$ cat config.mk
export PLATFORM = sky130hd
export DESIGN_NAME = gauge_status_flag_logic
export DESIGN_NICKNAME = d
export VERILOG_FILES = /design/src/common/gauge_flags_pkg.sv /design/src/core/gauge_status_flag_logic.sv
export SDC_FILE = /design/constraint.sdc
export NUM_CORES = 1
export LEC_CHECK = 0
export BUFFER_PORTS_ARGS = -buffer_cell sky130_fd_sc_hd__buf_2
export CAP_MARGIN = 5
export CORE_MARGIN = 10
export CORE_UTILIZATION = 40
export CTS_BUF_LIST = sky130_fd_sc_hd__clkbuf_2
export DETAILED_ROUTE_END_ITERATION = 10
export GPL_TIMING_DRIVEN = 0
export MAX_ROUTING_LAYER = met4
export PLACE_DENSITY = 0.52
export SLEW_MARGIN = 10
export SYNTH_ARGS = -nofsm -noshare
export SYNTH_HDL_FRONTEND = slang
export SYNTH_SLANG_ARGS = --single-unit
$ cat constraint.sdc
create_clock -name clk_sys -period 155.2 [get_ports clk_sys]
set_input_delay 15.52 -clock clk_sys [delete_from_list [all_inputs] [get_ports clk_sys]]
set_output_delay 15.52 -clock clk_sys [all_outputs]
set_load 0.01 [all_outputs]
$ cat src/common/gauge_flags_pkg.sv
// Purpose: shared constants and carriers for the gauge status flag block
// Assumes: 20 MHz system clock, 8-bit register data, 7-bit register address
// Notes:   times are kept in their own units, and cycle counts are derived from them
package gauge_flags_pkg;
	// ---------------------------------------------------------------
	// register map
	// ---------------------------------------------------------------
	localparam logic [6:0] PRIMARY_FLAGS_ADDR   = 7'h01;
	localparam logic [6:0] TEMP_GAUGE_ADDR      = 7'h02;
	localparam logic [6:0] SECONDARY_FLAGS_ADDR = 7'h06;
	localparam logic [7:0] RESERVED_READ        = 8'h00;
	localparam logic       PRIMARY_BIT2_VALUE   = 1'b1;
	// ---------------------------------------------------------------
	// timing
	// ---------------------------------------------------------------
	localparam longint CLK_HZ       = 20000000;
	localparam longint BLINK_HZ     = 4;
	localparam longint OVERLOAD_HOLD_MS = 500;
	localparam longint BLINK_HALF_CYC = CLK_HZ / (2 * BLINK_HZ);
	localparam longint OVERLOAD_HOLD_CYC = (CLK_HZ / 1000) * OVERLOAD_HOLD_MS;
	// ---------------------------------------------------------------
	// thresholds and counts
	// ---------------------------------------------------------------
	localparam int         FULL_RATIO_NUM  = 94;
	localparam int         FULL_RATIO_DEN  = 100;
	localparam logic [7:0] CHARGE_FLAG_COUNT = 8'h40;
	localparam logic [7:0] CHARGE_CNT_MAX    = 8'hff;
	localparam logic [1:0] SUSTAIN_UPDATES = 2'h2;
	localparam int         SELF_DIS_SHIFT  = 4;
	localparam int         FINAL_DROP_MV   = 25;
	localparam int         SAMPLE_FULL_MV  = 1200;
	localparam logic [7:0] FINAL_DROP_LSB  = 8'((FINAL_DROP_MV * 256) / SAMPLE_FULL_MV);
	localparam int         TEMP_LOW_C      = -30;
	localparam int         TEMP_HIGH_C     = 80;
	localparam int         TEMP_STEP_C     = 10;
	localparam logic [3:0] TEMP_CODE_LOW   = 4'h0;
	localparam logic [3:0] TEMP_CODE_HIGH  = 4'hc;
	localparam logic [3:0] GAUGE_MAX       = 4'hf;
	localparam logic [2:0] RATE_LOW        = 3'h0;
	localparam logic [2:0] RATE_MID        = 3'h1;
	localparam logic [2:0] RATE_HIGH       = 3'h2;
	// ---------------------------------------------------------------
	// flag carriers
	// ---------------------------------------------------------------
	typedef struct packed {
		logic capacity_inaccurate_flag;
		logic valid_discharge_flag;
		logic first_empty_warning;
		logic final_empty_warning;
	} primary_state_t;
	typedef struct packed {
		logic [2:0] discharge_rate_class;
		logic       sense_activity_test_bit;
		logic       valid_charge_seen;
		logic       overload_flag;
	} secondary_state_t;
endpackage

$ cat src/core/gauge_status_flag_logic.sv
// Purpose: status flags, temperature band and gauge level of a capacity gauge
// Assumes: event strobes and levels come from logic on clk_sys; reads take one cycle
// Notes:   the serial link presents reg_addr and takes reg_rd_data a cycle later
//
// Notes on behaviour
// - inaccurate flag: set at 64 charges, reset; clear on update
// - valid discharge set on first discharge near full
// - self-discharge over 6.25% clears valid discharge
// - charge across two capacity updates clears valid discharge
// - first warning below zero degrees clears valid discharge
// - first warning under threshold, no overload, latched
// - first segment blinks at 4Hz after first warning
// - final warning 25mV lower, under 2C, latched
// - final warning switches every segment off
// - upper temperature nibble is ten-degree band code
// - lower nibble is gauge level in sixteenths
// - short discharge count loads 0.94 of full capacity
// - rate class bits 6-4: 000, 001, 010
// - valid charge flag set; cleared after discharge from full
// - overload while above 2C, released 0.5 s later
// - overload suspends voltage sampling for empty detection
// - undefined register addresses are reserved
// - charge counts only above qualification threshold
// - counter reaching 64 raises inaccurate flag
`timescale 1ns/10ps
`default_nettype none
module gauge_status_flag_logic #(
	parameter int     CAP_W          = 16,
	parameter longint BLINK_HALF_CYC = gauge_flags_pkg::BLINK_HALF_CYC,
	parameter longint OVERLOAD_HOLD_CYC = gauge_flags_pkg::OVERLOAD_HOLD_CYC
) (
	input  wire logic              clk_sys,
	input  wire logic              rst,
	input  wire logic              cmd_reset,
	input  wire logic              charge_stb,
	input  wire logic              sense_above_qual,
	input  wire logic              discharge_stb,
	input  wire logic              self_discharge_stb,
	input  wire logic              capacity_update_stb,
	input  wire logic              full_capacity_update_stb,
	input  wire logic              voltage_sample_stb,
	input  wire logic [7:0]        cell_voltage_sample,
	input  wire logic [7:0]        empty_threshold_setting,
	input  wire logic signed [7:0] temperature_c,
	input  wire logic              rate_at_least_half_c,
	input  wire logic              rate_above_2c,
	input  wire logic              sense_activity,
	input  wire logic              display_enable,
	input  wire logic [CAP_W-1:0]  nominal_capacity_count,
	input  wire logic [CAP_W-1:0]  learned_full_capacity,
	input  wire logic [CAP_W-1:0]  measured_discharge_count,
	input  wire logic [CAP_W-1:0]  compensated_capacity,
	input  wire logic [6:0]        reg_addr,
	output logic [7:0]             reg_rd_data_reg,
	output logic                   first_led_segment_blank_reg,
	output logic                   segments_off_reg,
	output logic                   full_capacity_load_reg,
	output logic [CAP_W-1:0]       full_capacity_value_reg
);
	localparam int PW = CAP_W + 7;

	// ---------------------------------------------------------------
	// state
	// ---------------------------------------------------------------
	gauge_flags_pkg::primary_state_t   prim_reg, prim_next;
	gauge_flags_pkg::secondary_state_t sec_reg, sec_next;
	logic [7:0]       charge_cnt_reg, charge_cnt_next;
	logic             charge_hold_reg, charge_hold_next;
	logic             full_armed_reg, full_armed_next;
	logic             at_full_reg, at_full_next;
	logic [CAP_W-1:0] discharge_ref_reg, discharge_ref_next;
	logic [1:0]       sustain_reg, sustain_next;
	logic [3:0]       temp_code_reg, temp_code_next;
	logic [3:0]       gauge_reg, gauge_next;
	logic [23:0]      blink_cnt_reg, blink_cnt_next;
	logic [23:0]      hold_cnt_reg, hold_cnt_next;
	logic             blink_reg, blink_next;
	logic [7:0]       rd_next;
	logic             load_next;
	logic [CAP_W-1:0] load_val_next;

	logic             charge_ev;
	logic             near_full;
	logic [PW-1:0]    full_scaled;
	logic [CAP_W+3:0] gauge_q;
	logic [7:0]       final_thr;
	logic             empty_sample;
	int               band;

	// ---------------------------------------------------------------
	// next-state logic
	// ---------------------------------------------------------------
	always_comb begin
		prim_next       = prim_reg;
		sec_next        = sec_reg;
		charge_cnt_next    = charge_cnt_reg;
		charge_hold_next   = charge_hold_reg;
		discharge_ref_next = discharge_ref_reg;
		sustain_next    = sustain_reg;
		blink_cnt_next  = blink_cnt_reg;
		blink_next      = blink_reg;
		hold_cnt_next   = hold_cnt_reg;
		load_next       = 1'b0;
		load_val_next   = full_capacity_value_reg;
		band            = 0;
		charge_ev  = charge_stb && sense_above_qual;
		full_scaled = PW'(learned_full_capacity) * PW'(gauge_flags_pkg::FULL_RATIO_NUM);
		near_full   = PW'(nominal_capacity_count) * PW'(gauge_flags_pkg::FULL_RATIO_DEN)
			>= full_scaled;
		full_armed_next = near_full ? 1'b1 : (discharge_stb ? 1'b0 : full_armed_reg);
		at_full_next    = at_full_reg;
		if (nominal_capacity_count == learned_full_capacity) begin
			at_full_next = 1'b1;
		end

		// full-capacity update: counter and flags restart
		if (full_capacity_update_stb) begin
			charge_cnt_next                = '0;
			prim_next.capacity_inaccurate_flag = 1'b0;
			prim_next.valid_discharge_flag     = 1'b0;
			load_next                      = 1'b1;
			if (PW'(measured_discharge_count) * PW'(gauge_flags_pkg::FULL_RATIO_DEN)
				< full_scaled) begin
				load_val_next = CAP_W'(full_scaled / PW'(gauge_flags_pkg::FULL_RATIO_DEN));
			end else begin
				load_val_next = measured_discharge_count;
			end
		end

		// trickle charge near full bumps the counter only once
		if (!near_full) begin
			charge_hold_next = 1'b0;
		end
		if (charge_ev && !(near_full && charge_hold_reg)
			&& charge_cnt_reg != gauge_flags_pkg::CHARGE_CNT_MAX) begin
			charge_cnt_next  = charge_cnt_reg + 8'h01;
			charge_hold_next = near_full;
			if (charge_cnt_next == gauge_flags_pkg::CHARGE_FLAG_COUNT) begin
				prim_next.capacity_inaccurate_flag = 1'b1;
			end
		end

		// valid discharge clears
		if (self_discharge_stb && prim_reg.valid_discharge_flag
			&& discharge_ref_reg > nominal_capacity_count
			&& (discharge_ref_reg - nominal_capacity_count)
			> (discharge_ref_reg >> gauge_flags_pkg::SELF_DIS_SHIFT)) begin
			prim_next.valid_discharge_flag = 1'b0;
		end
		if (!sense_above_qual) begin
			sustain_next = '0;
		end else if (capacity_update_stb && sustain_reg != gauge_flags_pkg::SUSTAIN_UPDATES) begin
			sustain_next = sustain_reg + 2'h1;
		end
		if (sustain_next == gauge_flags_pkg::SUSTAIN_UPDATES) begin
			prim_next.valid_discharge_flag = 1'b0;
		end

		// empty warnings: a charge clears, a sample sets, so a set wins
		if (charge_ev) begin
			prim_next.first_empty_warning = 1'b0;
			prim_next.final_empty_warning = 1'b0;
			sec_next.valid_charge_seen    = 1'b1;
		end
		final_thr    = (empty_threshold_setting > gauge_flags_pkg::FINAL_DROP_LSB)
			? empty_threshold_setting - gauge_flags_pkg::FINAL_DROP_LSB : 8'h00;
		empty_sample = voltage_sample_stb && !sec_reg.overload_flag;
		if (empty_sample && cell_voltage_sample < empty_threshold_setting) begin
			prim_next.first_empty_warning = 1'b1;
			if (!prim_reg.first_empty_warning && temperature_c < 8'sh00) begin
				prim_next.valid_discharge_flag = 1'b0;
			end
		end
		if (empty_sample && cell_voltage_sample < final_thr) begin
			prim_next.final_empty_warning = 1'b1;
		end

		// valid discharge set; discharge from full drops the charge flag
		if (discharge_stb) begin
			if (full_armed_reg && !prim_reg.valid_discharge_flag) begin
				prim_next.valid_discharge_flag = 1'b1;
				discharge_ref_next             = nominal_capacity_count;
			end
			if (at_full_reg && !charge_ev) begin
				sec_next.valid_charge_seen = 1'b0;
				at_full_next               = 1'b0;
			end
		end

		// reset by command behaves like a power-on reset of the primary flags; secondary flags keep their values
		if (cmd_reset) begin
			prim_next                          = '0;
			prim_next.capacity_inaccurate_flag = 1'b1;
		end

		// rate class and overload hold-off
		if (rate_above_2c) begin
			sec_next.discharge_rate_class = gauge_flags_pkg::RATE_HIGH;
		end else if (rate_at_least_half_c) begin
			sec_next.discharge_rate_class = gauge_flags_pkg::RATE_MID;
		end else begin
			sec_next.discharge_rate_class = gauge_flags_pkg::RATE_LOW;
		end
		sec_next.sense_activity_test_bit = sense_activity;
		if (rate_above_2c) begin
			sec_next.overload_flag = 1'b1;
			hold_cnt_next          = '0;
		end else if (sec_reg.overload_flag) begin
			if (hold_cnt_reg == 24'(OVERLOAD_HOLD_CYC - 1)) begin
				sec_next.overload_flag = 1'b0;
				hold_cnt_next          = '0;
			end else begin
				hold_cnt_next = hold_cnt_reg + 24'h1;
			end
		end

		// low-battery blink, restarted whenever it is not wanted
		if (prim_reg.first_empty_warning && display_enable) begin
			if (blink_cnt_reg == 24'(BLINK_HALF_CYC - 1)) begin
				blink_cnt_next = '0;
				blink_next     = !blink_reg;
			end else begin
				blink_cnt_next = blink_cnt_reg + 24'h1;
			end
		end else begin
			blink_cnt_next = '0;
			blink_next     = 1'b0;
		end

		// temperature band and gauge level
		if (temperature_c < 8'(gauge_flags_pkg::TEMP_LOW_C)) begin
			temp_code_next = gauge_flags_pkg::TEMP_CODE_LOW;
		end else if (temperature_c >= 8'(gauge_flags_pkg::TEMP_HIGH_C)) begin
			temp_code_next = gauge_flags_pkg::TEMP_CODE_HIGH;
		end else begin
			band           = (int'(temperature_c) - gauge_flags_pkg::TEMP_LOW_C)
				/ gauge_flags_pkg::TEMP_STEP_C + 1;
			temp_code_next = 4'(band);
		end
		// a zero full capacity would divide by zero, so it reads as empty
		if (learned_full_capacity == '0) begin
			gauge_q = '0;
		end else begin
			gauge_q = ({compensated_capacity, 4'h0} / (CAP_W+4)'(learned_full_capacity));
		end
		gauge_next = (gauge_q > (CAP_W+4)'(gauge_flags_pkg::GAUGE_MAX))
			? gauge_flags_pkg::GAUGE_MAX : gauge_q[3:0];

		// register read port
		case (reg_addr)
			gauge_flags_pkg::PRIMARY_FLAGS_ADDR:
				rd_next = {3'h0, prim_reg.capacity_inaccurate_flag,
					prim_reg.valid_discharge_flag, gauge_flags_pkg::PRIMARY_BIT2_VALUE,
					prim_reg.first_empty_warning, prim_reg.final_empty_warning};
			gauge_flags_pkg::TEMP_GAUGE_ADDR:
				rd_next = {temp_code_reg, gauge_reg};
			gauge_flags_pkg::SECONDARY_FLAGS_ADDR:
				rd_next = {1'b0, sec_reg.discharge_rate_class,
					sec_reg.sense_activity_test_bit, sec_reg.valid_charge_seen,
					1'b0, sec_reg.overload_flag};
			default:
				rd_next = gauge_flags_pkg::RESERVED_READ;
		endcase
	end

	// ---------------------------------------------------------------
	// registers
	// ---------------------------------------------------------------
	always_ff @(posedge clk_sys) begin
		if (rst) begin
			prim_reg                    <= '{capacity_inaccurate_flag: 1'b1, default: 1'b0};
			sec_reg                     <= '0;
			charge_cnt_reg              <= '0;
			charge_hold_reg             <= 1'b0;
			full_armed_reg              <= 1'b0;
			at_full_reg                 <= 1'b0;
			discharge_ref_reg           <= '0;
			sustain_reg                 <= '0;
			temp_code_reg               <= '0;
			gauge_reg                   <= '0;
			blink_cnt_reg               <= '0;
			hold_cnt_reg                <= '0;
			blink_reg                   <= 1'b0;
			reg_rd_data_reg             <= '0;
			first_led_segment_blank_reg <= 1'b0;
			segments_off_reg            <= 1'b0;
			full_capacity_load_reg      <= 1'b0;
			full_capacity_value_reg     <= '0;
		end else begin
			prim_reg                    <= prim_next;
			sec_reg                     <= sec_next;
			charge_cnt_reg              <= charge_cnt_next;
			charge_hold_reg             <= charge_hold_next;
			full_armed_reg              <= full_armed_next;
			at_full_reg                 <= at_full_next;
			discharge_ref_reg           <= discharge_ref_next;
			sustain_reg                 <= sustain_next;
			temp_code_reg               <= temp_code_next;
			gauge_reg                   <= gauge_next;
			blink_cnt_reg               <= blink_cnt_next;
			hold_cnt_reg                <= hold_cnt_next;
			blink_reg                   <= blink_next;
			reg_rd_data_reg             <= rd_next;
			first_led_segment_blank_reg <= blink_next;
			segments_off_reg            <= prim_next.final_empty_warning;
			full_capacity_load_reg      <= load_next;
			full_capacity_value_reg     <= load_val_next;
		end
	end

	// ---------------------------------------------------------------
	// checks
	// ---------------------------------------------------------------
	a_inaccurate_on_count: assert property (@(posedge clk_sys) disable iff (rst)
		(charge_cnt_reg != gauge_flags_pkg::CHARGE_FLAG_COUNT) ##1
		(charge_cnt_reg == gauge_flags_pkg::CHARGE_FLAG_COUNT)
		|-> prim_reg.capacity_inaccurate_flag)
		else $error("inaccurate flag missing at count 64");
	a_update_clears: assert property (@(posedge clk_sys) disable iff (rst)
		full_capacity_update_stb && !charge_ev && !cmd_reset
		|=> !prim_reg.capacity_inaccurate_flag && charge_cnt_reg == 8'h00)
		else $error("capacity update did not clear counter");
	a_edv_charge_clear: assert property (@(posedge clk_sys) disable iff (rst)
		charge_ev && !voltage_sample_stb |=> !prim_reg.first_empty_warning
		&& !prim_reg.final_empty_warning)
		else $error("valid charge did not clear empty warnings");
	a_overload_no_sample: assert property (@(posedge clk_sys) disable iff (rst)
		sec_reg.overload_flag && !prim_reg.first_empty_warning && !cmd_reset
		|=> !prim_reg.first_empty_warning)
		else $error("empty warning set during overload");
	a_overload_follows: assert property (@(posedge clk_sys) disable iff (rst)
		rate_above_2c |=> sec_reg.overload_flag
		&& sec_reg.discharge_rate_class == gauge_flags_pkg::RATE_HIGH)
		else $error("overload not flagged above 2C");
	a_segs_off: assert property (@(posedge clk_sys) disable iff (rst)
		prim_reg.final_empty_warning |-> segments_off_reg)
		else $error("segments on during final warning");
	a_blink_idle: assert property (@(posedge clk_sys) disable iff (rst)
		!prim_reg.first_empty_warning ##1 !prim_reg.first_empty_warning
		|-> !first_led_segment_blank_reg)
		else $error("segment blinks without warning");
	a_charge_flag_sets: assert property (@(posedge clk_sys) disable iff (rst)
		charge_ev |=> sec_reg.valid_charge_seen)
		else $error("valid charge flag not set");
	a_short_load: assert property (@(posedge clk_sys) disable iff (rst)
		full_capacity_update_stb |=> full_capacity_load_reg
		&& (full_capacity_value_reg == $past(measured_discharge_count)
		|| PW'(full_capacity_value_reg) * PW'(gauge_flags_pkg::FULL_RATIO_DEN)
		<= $past(full_scaled)))
		else $error("full capacity load value wrong");
	a_unmapped_zero: assert property (@(posedge clk_sys) disable iff (rst)
		reg_addr > gauge_flags_pkg::SECONDARY_FLAGS_ADDR |=> reg_rd_data_reg == 8'h00)
		else $error("unmapped address read non-zero");
endmodule
`default_nettype wire

==> qor.csv, run 1 <==
metric,value,unit
status,"finished, final reports clean",
multiInputGateArea,0.0221,sq mm
row_count,93,
clockRootBuffer,clkbuf_2,
seq_area_frac_synth,0.0923,
layout.nets,4196,
r2r_cells,19,
viasPerCell,5.79,
dp_slack,78110,ps
worstMarginPinSlew,1250,ps
max_freq,12.9,MHz
max_stage_delay,880,ps
critical_path_required,155870,ps
cts_setup_buffers,0,
die_x,275,microns
holdCritPathClass,flop to flop,
grt_usage,0.221,
numPortBuffers,134,
pin_count,136,
cp_slowest_cell,o31ai_1,
grt_setup_unrepaired,false,
avgSynthCellArea,7.62,sq um
finalClockSkew,41.3,ps
clock_latency,820,ps
cts_hold_buf,0,
yosysTopAreaCellShare,0.219,
cts_resized,0,
ys_top_cells_by_count,"ha_1 (456), nor2_1 (306), inv_1 (275), a21oi_1 (252), nand2_1 (220)",
relSlewSlack,0.168,
r2r_slack,150640,ps
dieArea,0.0756,sq mm
grt-busiest-layer,met2,
h-tree-depth,4,
grt_max_degree,25,
cts_buffers,17,
yosys.area.top_type,ha_1,
maxCapViolCount,0,
routedWlPerCell,18.8,microns
path_common_cell,o21a_1,
met3_usage,0.0231,
yosysWarnings,0,
synthTopCellsByArea,"ha_1 (22%), dfxtp_1 (9.2%), fa_1 (5.0%)",
drt_iter0_drc,1612,
crit_type,input port to flop,
postRouteWirelength,83500,microns
grt_pass1_vias,25184,
slew_violations,0,
path_clk_slew,210,ps
hpwlAfterDp,68400,microns
clock-sinks,120,
fp.dieH,275,microns
core_area,0.0645,sq mm
fin_crit_sh,0.498,
crit_path_end_kind,flop,
antenna_found_initial,8,
synthesis.nets,4043,
grt_pass1_wl,133000,microns
ant_nets,0,
finalHoldViolations,0,
cp-start-kind,input port,
areaGrowthSynthToFinish,7.79,%
final-seq-area,0.00240,sq mm
tns,0,ps
min_delay_path_depth,2,
post-synth-top-count-cell,ha_1,
clock_path_buffers,2,
cts_tree,done,
yosysUniqueCellTypes,122,
gp_congestion,0.916,
final.setup.worst_slack,77870,ps
async_reset_ff_frac,0,
worstPathMaxFanout,10,
setup_violations,0,
first_pass_iters,5,
synth_cells,3413,
fin_crit,77330,ps
n_fill_cell,6641,
hold_slack,463,ps
grt_overflow,0,
ys_ff_latch,120,
use_met1,0.279,
arrival,78000,ps
initial_core_util,0.404,
drc_errors,0,
drive_above_1_share,0.100,
vias,25730,
synth_edf_count,0,
synthFlopType,dfxtp_1,
syn_area,0.0260,sq mm
grt_use_met2,0.374,
[routing by layer]
metal / part of all wire / vias up
li1: - / 12841
met1: 0.46 / 12235
met2: 0.48 / 562
met3: 0.042 / 92
met4: 0.019 / 0
met5: 0 / -
[final timing paths]
check | from | end
min reg2reg | charge_hold_reg | charge_hold_reg
min | charge_hold_reg | charge_hold_reg
max | learned_full_capacity[13] | gauge_reg[0]
max reg2reg | discharge_ref_reg[2] | prim_reg[2]
[worst max-delay path, delay by kind of cell]
kind	cells	cell delay, ps
compound gates	187	38750
fa+ha+maj	21	6430
buf+inv	22	7290
mux	4	1310
simple gates	41	8460
[kinds of logic (layout without fill, tap and decap cells)]
group / Yosys count / count (layout) / synth area share
AOI/OAI and AO/OA: 997 / 997 / 0.260
xor gates and xnor gates: 173 / 173 / 0.0588
adders and majority gates: 521 / 521 / 0.269
buffers and inverters: 381 / 547 / 0.0571
DFF: 120 / 120 / 0.0923
muxes: 115 / 115 / 0.0493
other: 0 / 8 / 0
and+or+nand+nor: 1106 / 1106 / 0.213
[layout make-up]
class	instances	share of cell area
Clock inverter	14	0.00576
Antenna cell	8	0.000714
Buffer	101	0.0155
Tap cell	855	0.0381
Timing Repair Buffer	134	0.0239
Clock buffer	18	0.00321
Sequential cell	120	0.0857
Multi-Input combinational cell	2912	0.790
Inverter	280	0.0375
[placed cells by master (no fill, tap or decap), types with 10 or more instances in the layout]
cell type | Yosys | layout
a211oi_1 | 27 | 27
a21boi_0 | 10 | 10
a21o_1 | 67 | 67
a21oi_1 | 252 | 252
a22oi_1 | 12 | 12
a31oi_1 | 27 | 27
and2_1 | 26 | 26
and3_1 | 40 | 40
and4_1 | 10 | 10
buf_2 | 8 | 142
clkbuf_1 | 84 | 84
clkbuf_2 | 1 | 19
dfxtp_1 | 120 | 120
fa_1 | 65 | 65
ha_1 | 456 | 456
inv_1 | 275 | 273
mux2_2 | 79 | 79
mux2i_1 | 30 | 30
nand2_1 | 220 | 220
nand2b_1 | 54 | 54
nand3_1 | 71 | 71
nand4_1 | 55 | 55
nor2_1 | 306 | 306
nor2b_1 | 35 | 35
nor3_1 | 157 | 157
nor3b_1 | 15 | 15
nor4_1 | 25 | 25
o211ai_1 | 23 | 23
o21a_1 | 141 | 141
o21ai_0 | 178 | 178
o21ai_1 | 12 | 12
o21bai_1 | 19 | 19
o22ai_1 | 11 | 11
o31ai_1 | 62 | 62
or2_2 | 14 | 14
or3_1 | 12 | 12
xnor2_1 | 111 | 111
xor2_1 | 60 | 59
[stage by stage]
step / util / cells / area, sq um
3_3_place_gp: 0.431 / 4402 / 27800
2_1_floorplan: - / 3413 / 26000
3_5_place_dp: 0.431 / 4402 / 27800
6_report: 0.435 / 4442 / 28000
5_1_grt: 0.435 / 4441 / 28000
4_1_cts: 0.435 / 4434 / 28000
Power of run 1 is left out: the tool's default activity adds up to more than one toggle a clock period on the data nets, which glitch-free logic cannot reach.
==> run 2: changes to the inputs <==
--- a/config.mk
+++ b/config.mk
@@ -5,6 +5,7 @@
 export SDC_FILE = /design/constraint.sdc
 export NUM_CORES = 1
 export LEC_CHECK = 0
+export ABC_AREA = 1
 export BUFFER_PORTS_ARGS = -buffer_cell sky130_fd_sc_hd__buf_2
 export CAP_MARGIN = 5
 export CORE_MARGIN = 10
==> constraint.sdc (replaced) <==
create_clock -name clk_sys -period 75.8 [get_ports clk_sys]
set_input_delay 7.58 -clock clk_sys [delete_from_list [all_inputs] [get_ports clk_sys]]
set_output_delay 7.58 -clock clk_sys [all_outputs]
set_load 0.01 [all_outputs]
==> run 2 against run 1 <==
Net effect:
- via count is 9.9% lower
- register-to-register slack worse by 79000 ps
- synthesized area is 4.3% lower
- routed wire length is 17% lower
- clock-buffer cell count is 1 lower
- critical path type unchanged
- largest cell class unchanged
==> qor.csv, run 2 <==
metric,value,unit
status,"finished, final reports clean",
numPortBuffers,135,
seq_area_frac_synth,0.0965,
fin_util,0.437,
crit_path_end_kind,flop,
synth_edf_count,0,
fin_cells,4707,
synthTopCellsByArea,"ha_1 (23%), nand2_1 (11%), dfxtp_1 (9.6%)",
relSlewSlack,0.181,
synth_top_family_by_area,adder cells,
core_area,0.0617,sq mm
max_freq,16.2,MHz
ant_nets,0,
cts_buffers,17,
first_pass_iters,5,
synth_cells,3692,
critical_path_required,76510,ps
viasPerCell,4.92,
antenna_found_initial,10,
avgSynthCellArea,6.74,sq um
grt_pass1_wl,113000,microns
slew_violations,0,
grt_max_degree,28,
holdCritPathClass,flop to flop,
worstMarginPinSlew,1230,ps
fp.dieH,269,microns
cts_setup_buffers,0,
cts_resized,0,
grt_usage,0.192,
grt_pass1_vias,22008,
yosys.area.top_type,ha_1,
synth-simple-area-share,0.257,
initial_core_util,0.403,
dpl_cell_area,0.0266,sq mm
fin_crit_sh,0.813,
async_reset_ff_frac,0,
h-tree-depth,4,
fin_crit,61640,ps
crit_buf_inv,64,
drive_above_1_share,0.0891,
grt_setup_unrepaired,false,
clock-sinks,120,
layout.nets,4477,
maxCapViolCount,0,
yosysTopAreaCellShare,0.229,
hpwlAfterDp,57400,microns
ys_top_cells_by_count,"nand2_1 (702), inv_1 (589), ha_1 (456), o21ai_0 (266), a21oi_1 (258)",
cts_tree,done,
yosysUniqueCellTypes,70,
synthesis.nets,4322,
yosysWarnings,0,
synth_compound_area_frac,0.180,
path_common_cell,nand2_1,
worstPathMaxFanout,27,
finalHoldViolations,0,
finalClockSkew,71.0,ps
gp_congestion,0.865,
synthXorXnorAreaFrac,0.0812,
clockRootBuffer,clkbuf_2,
routedWlPerCell,14.6,microns
synthFlopType,dfxtp_1,
max_stage_delay,1030,ps
clock_latency,820,ps
synthMuxAreaShare,0.000402,
cp_slowest_cell,clkinv_1,
cp_top_family,compound AO/OA/AOI/OAI gates,
final_common_cell,nand2_1,
cts_hold_buf,0,
placed_cells,4665,
yosys.area_share.adder,0.281,
arrival,62350,ps
pin_count,136,
post-synth-top-count-cell,nand2_1,
path_clk_slew,260,ps
die_x,269,microns
dieArea,0.0726,sq mm
areaGrowthSynthToFinish,8.20,%
row_count,91,
tns,0,ps
grt_overflow,0,
final_cell_mix,"nand2_1 (702), inv_1 (588), ha_1 (456)",
ys_ff_latch,120,
drc_errors,0,
vias,23171,
postRouteWirelength,69000,microns
crit_type,input port to flop,
drt_iter0_drc,1073,
syn_area,0.0249,sq mm
cp-start-kind,input port,
setup_violations,0,
design_area,0.0269,sq mm
clock_path_buffers,2,
==> run 2: changes by cell type in the layout (fill, tap and decap cells not counted), sizes merged, moves of 50 or more <==
cell and delta:
inv +324, mux2 -81, nand2 +561, nand2b -54, nand3 +81, nor2 -50
nor3 -129, o21a -126, o21ai +101, xor2 +81
==> run 2: cell families after synthesis <==
logic type,after synthesis
AOI/OAI and AO/OA,773
DFF,120
xor gates and xnor gates,230
buffers and inverters,677
muxes,1
and+or+nand+nor,1370
adders and majority gates,521
==> run 2: path summary, 6_finish.rpt <==
check / from / to / slack, ps / cells past startpoint
setup / recovery: learned_full_capacity[0] / gauge_reg[0] / 14160 / 320
hold / removal: temp_code_reg[3] / reg_rd_data_reg[7] / 440 / 2
setup reg to reg: discharge_ref_reg[2] / prim_reg[2] / 71250 / 23
hold reg to reg: temp_code_reg[3] / reg_rd_data_reg[7] / 440 / 2
==> run 2: cell type report <==
type | instances | area, sq um
fill | 6741 | 34800
multi-input combinational | 2895 | 19900
sequential | 120 | 2400
inverter | 616 | 2310
tap | 837 | 1050
timing repair buffer | 136 | 703
buffer | 61 | 258
clock inverter | 15 | 181
clock buffer | 17 | 85.1
antenna | 10 | 25.0
==> run 2: layer usage <==
layer	vias up	global-route usage	part of all wire
met5	-	-	0
met4	0	0.0377	0.015
met3	50	0.0226	0.036
met2	251	0.313	0.45
met1	10285	0.252	0.50
li1	12585	-	-
==> run 2: stage by stage <==
stage / hold WS [ps] / worst slack (ps)
floorplan: 410 / 23650
global placement: 418 / 13150
detailed placement: 415 / 13450
CTS: 446 / 14100
global route: 465 / 7050
finish: 441 / 14160
==> run 2: worst min-delay path, stage by stage (launching register included) <==
cell and delay, ps:
dfxtp_1 360, nand2_1 50, nor2_1 40
Power of run 2 is left out for the same reason.
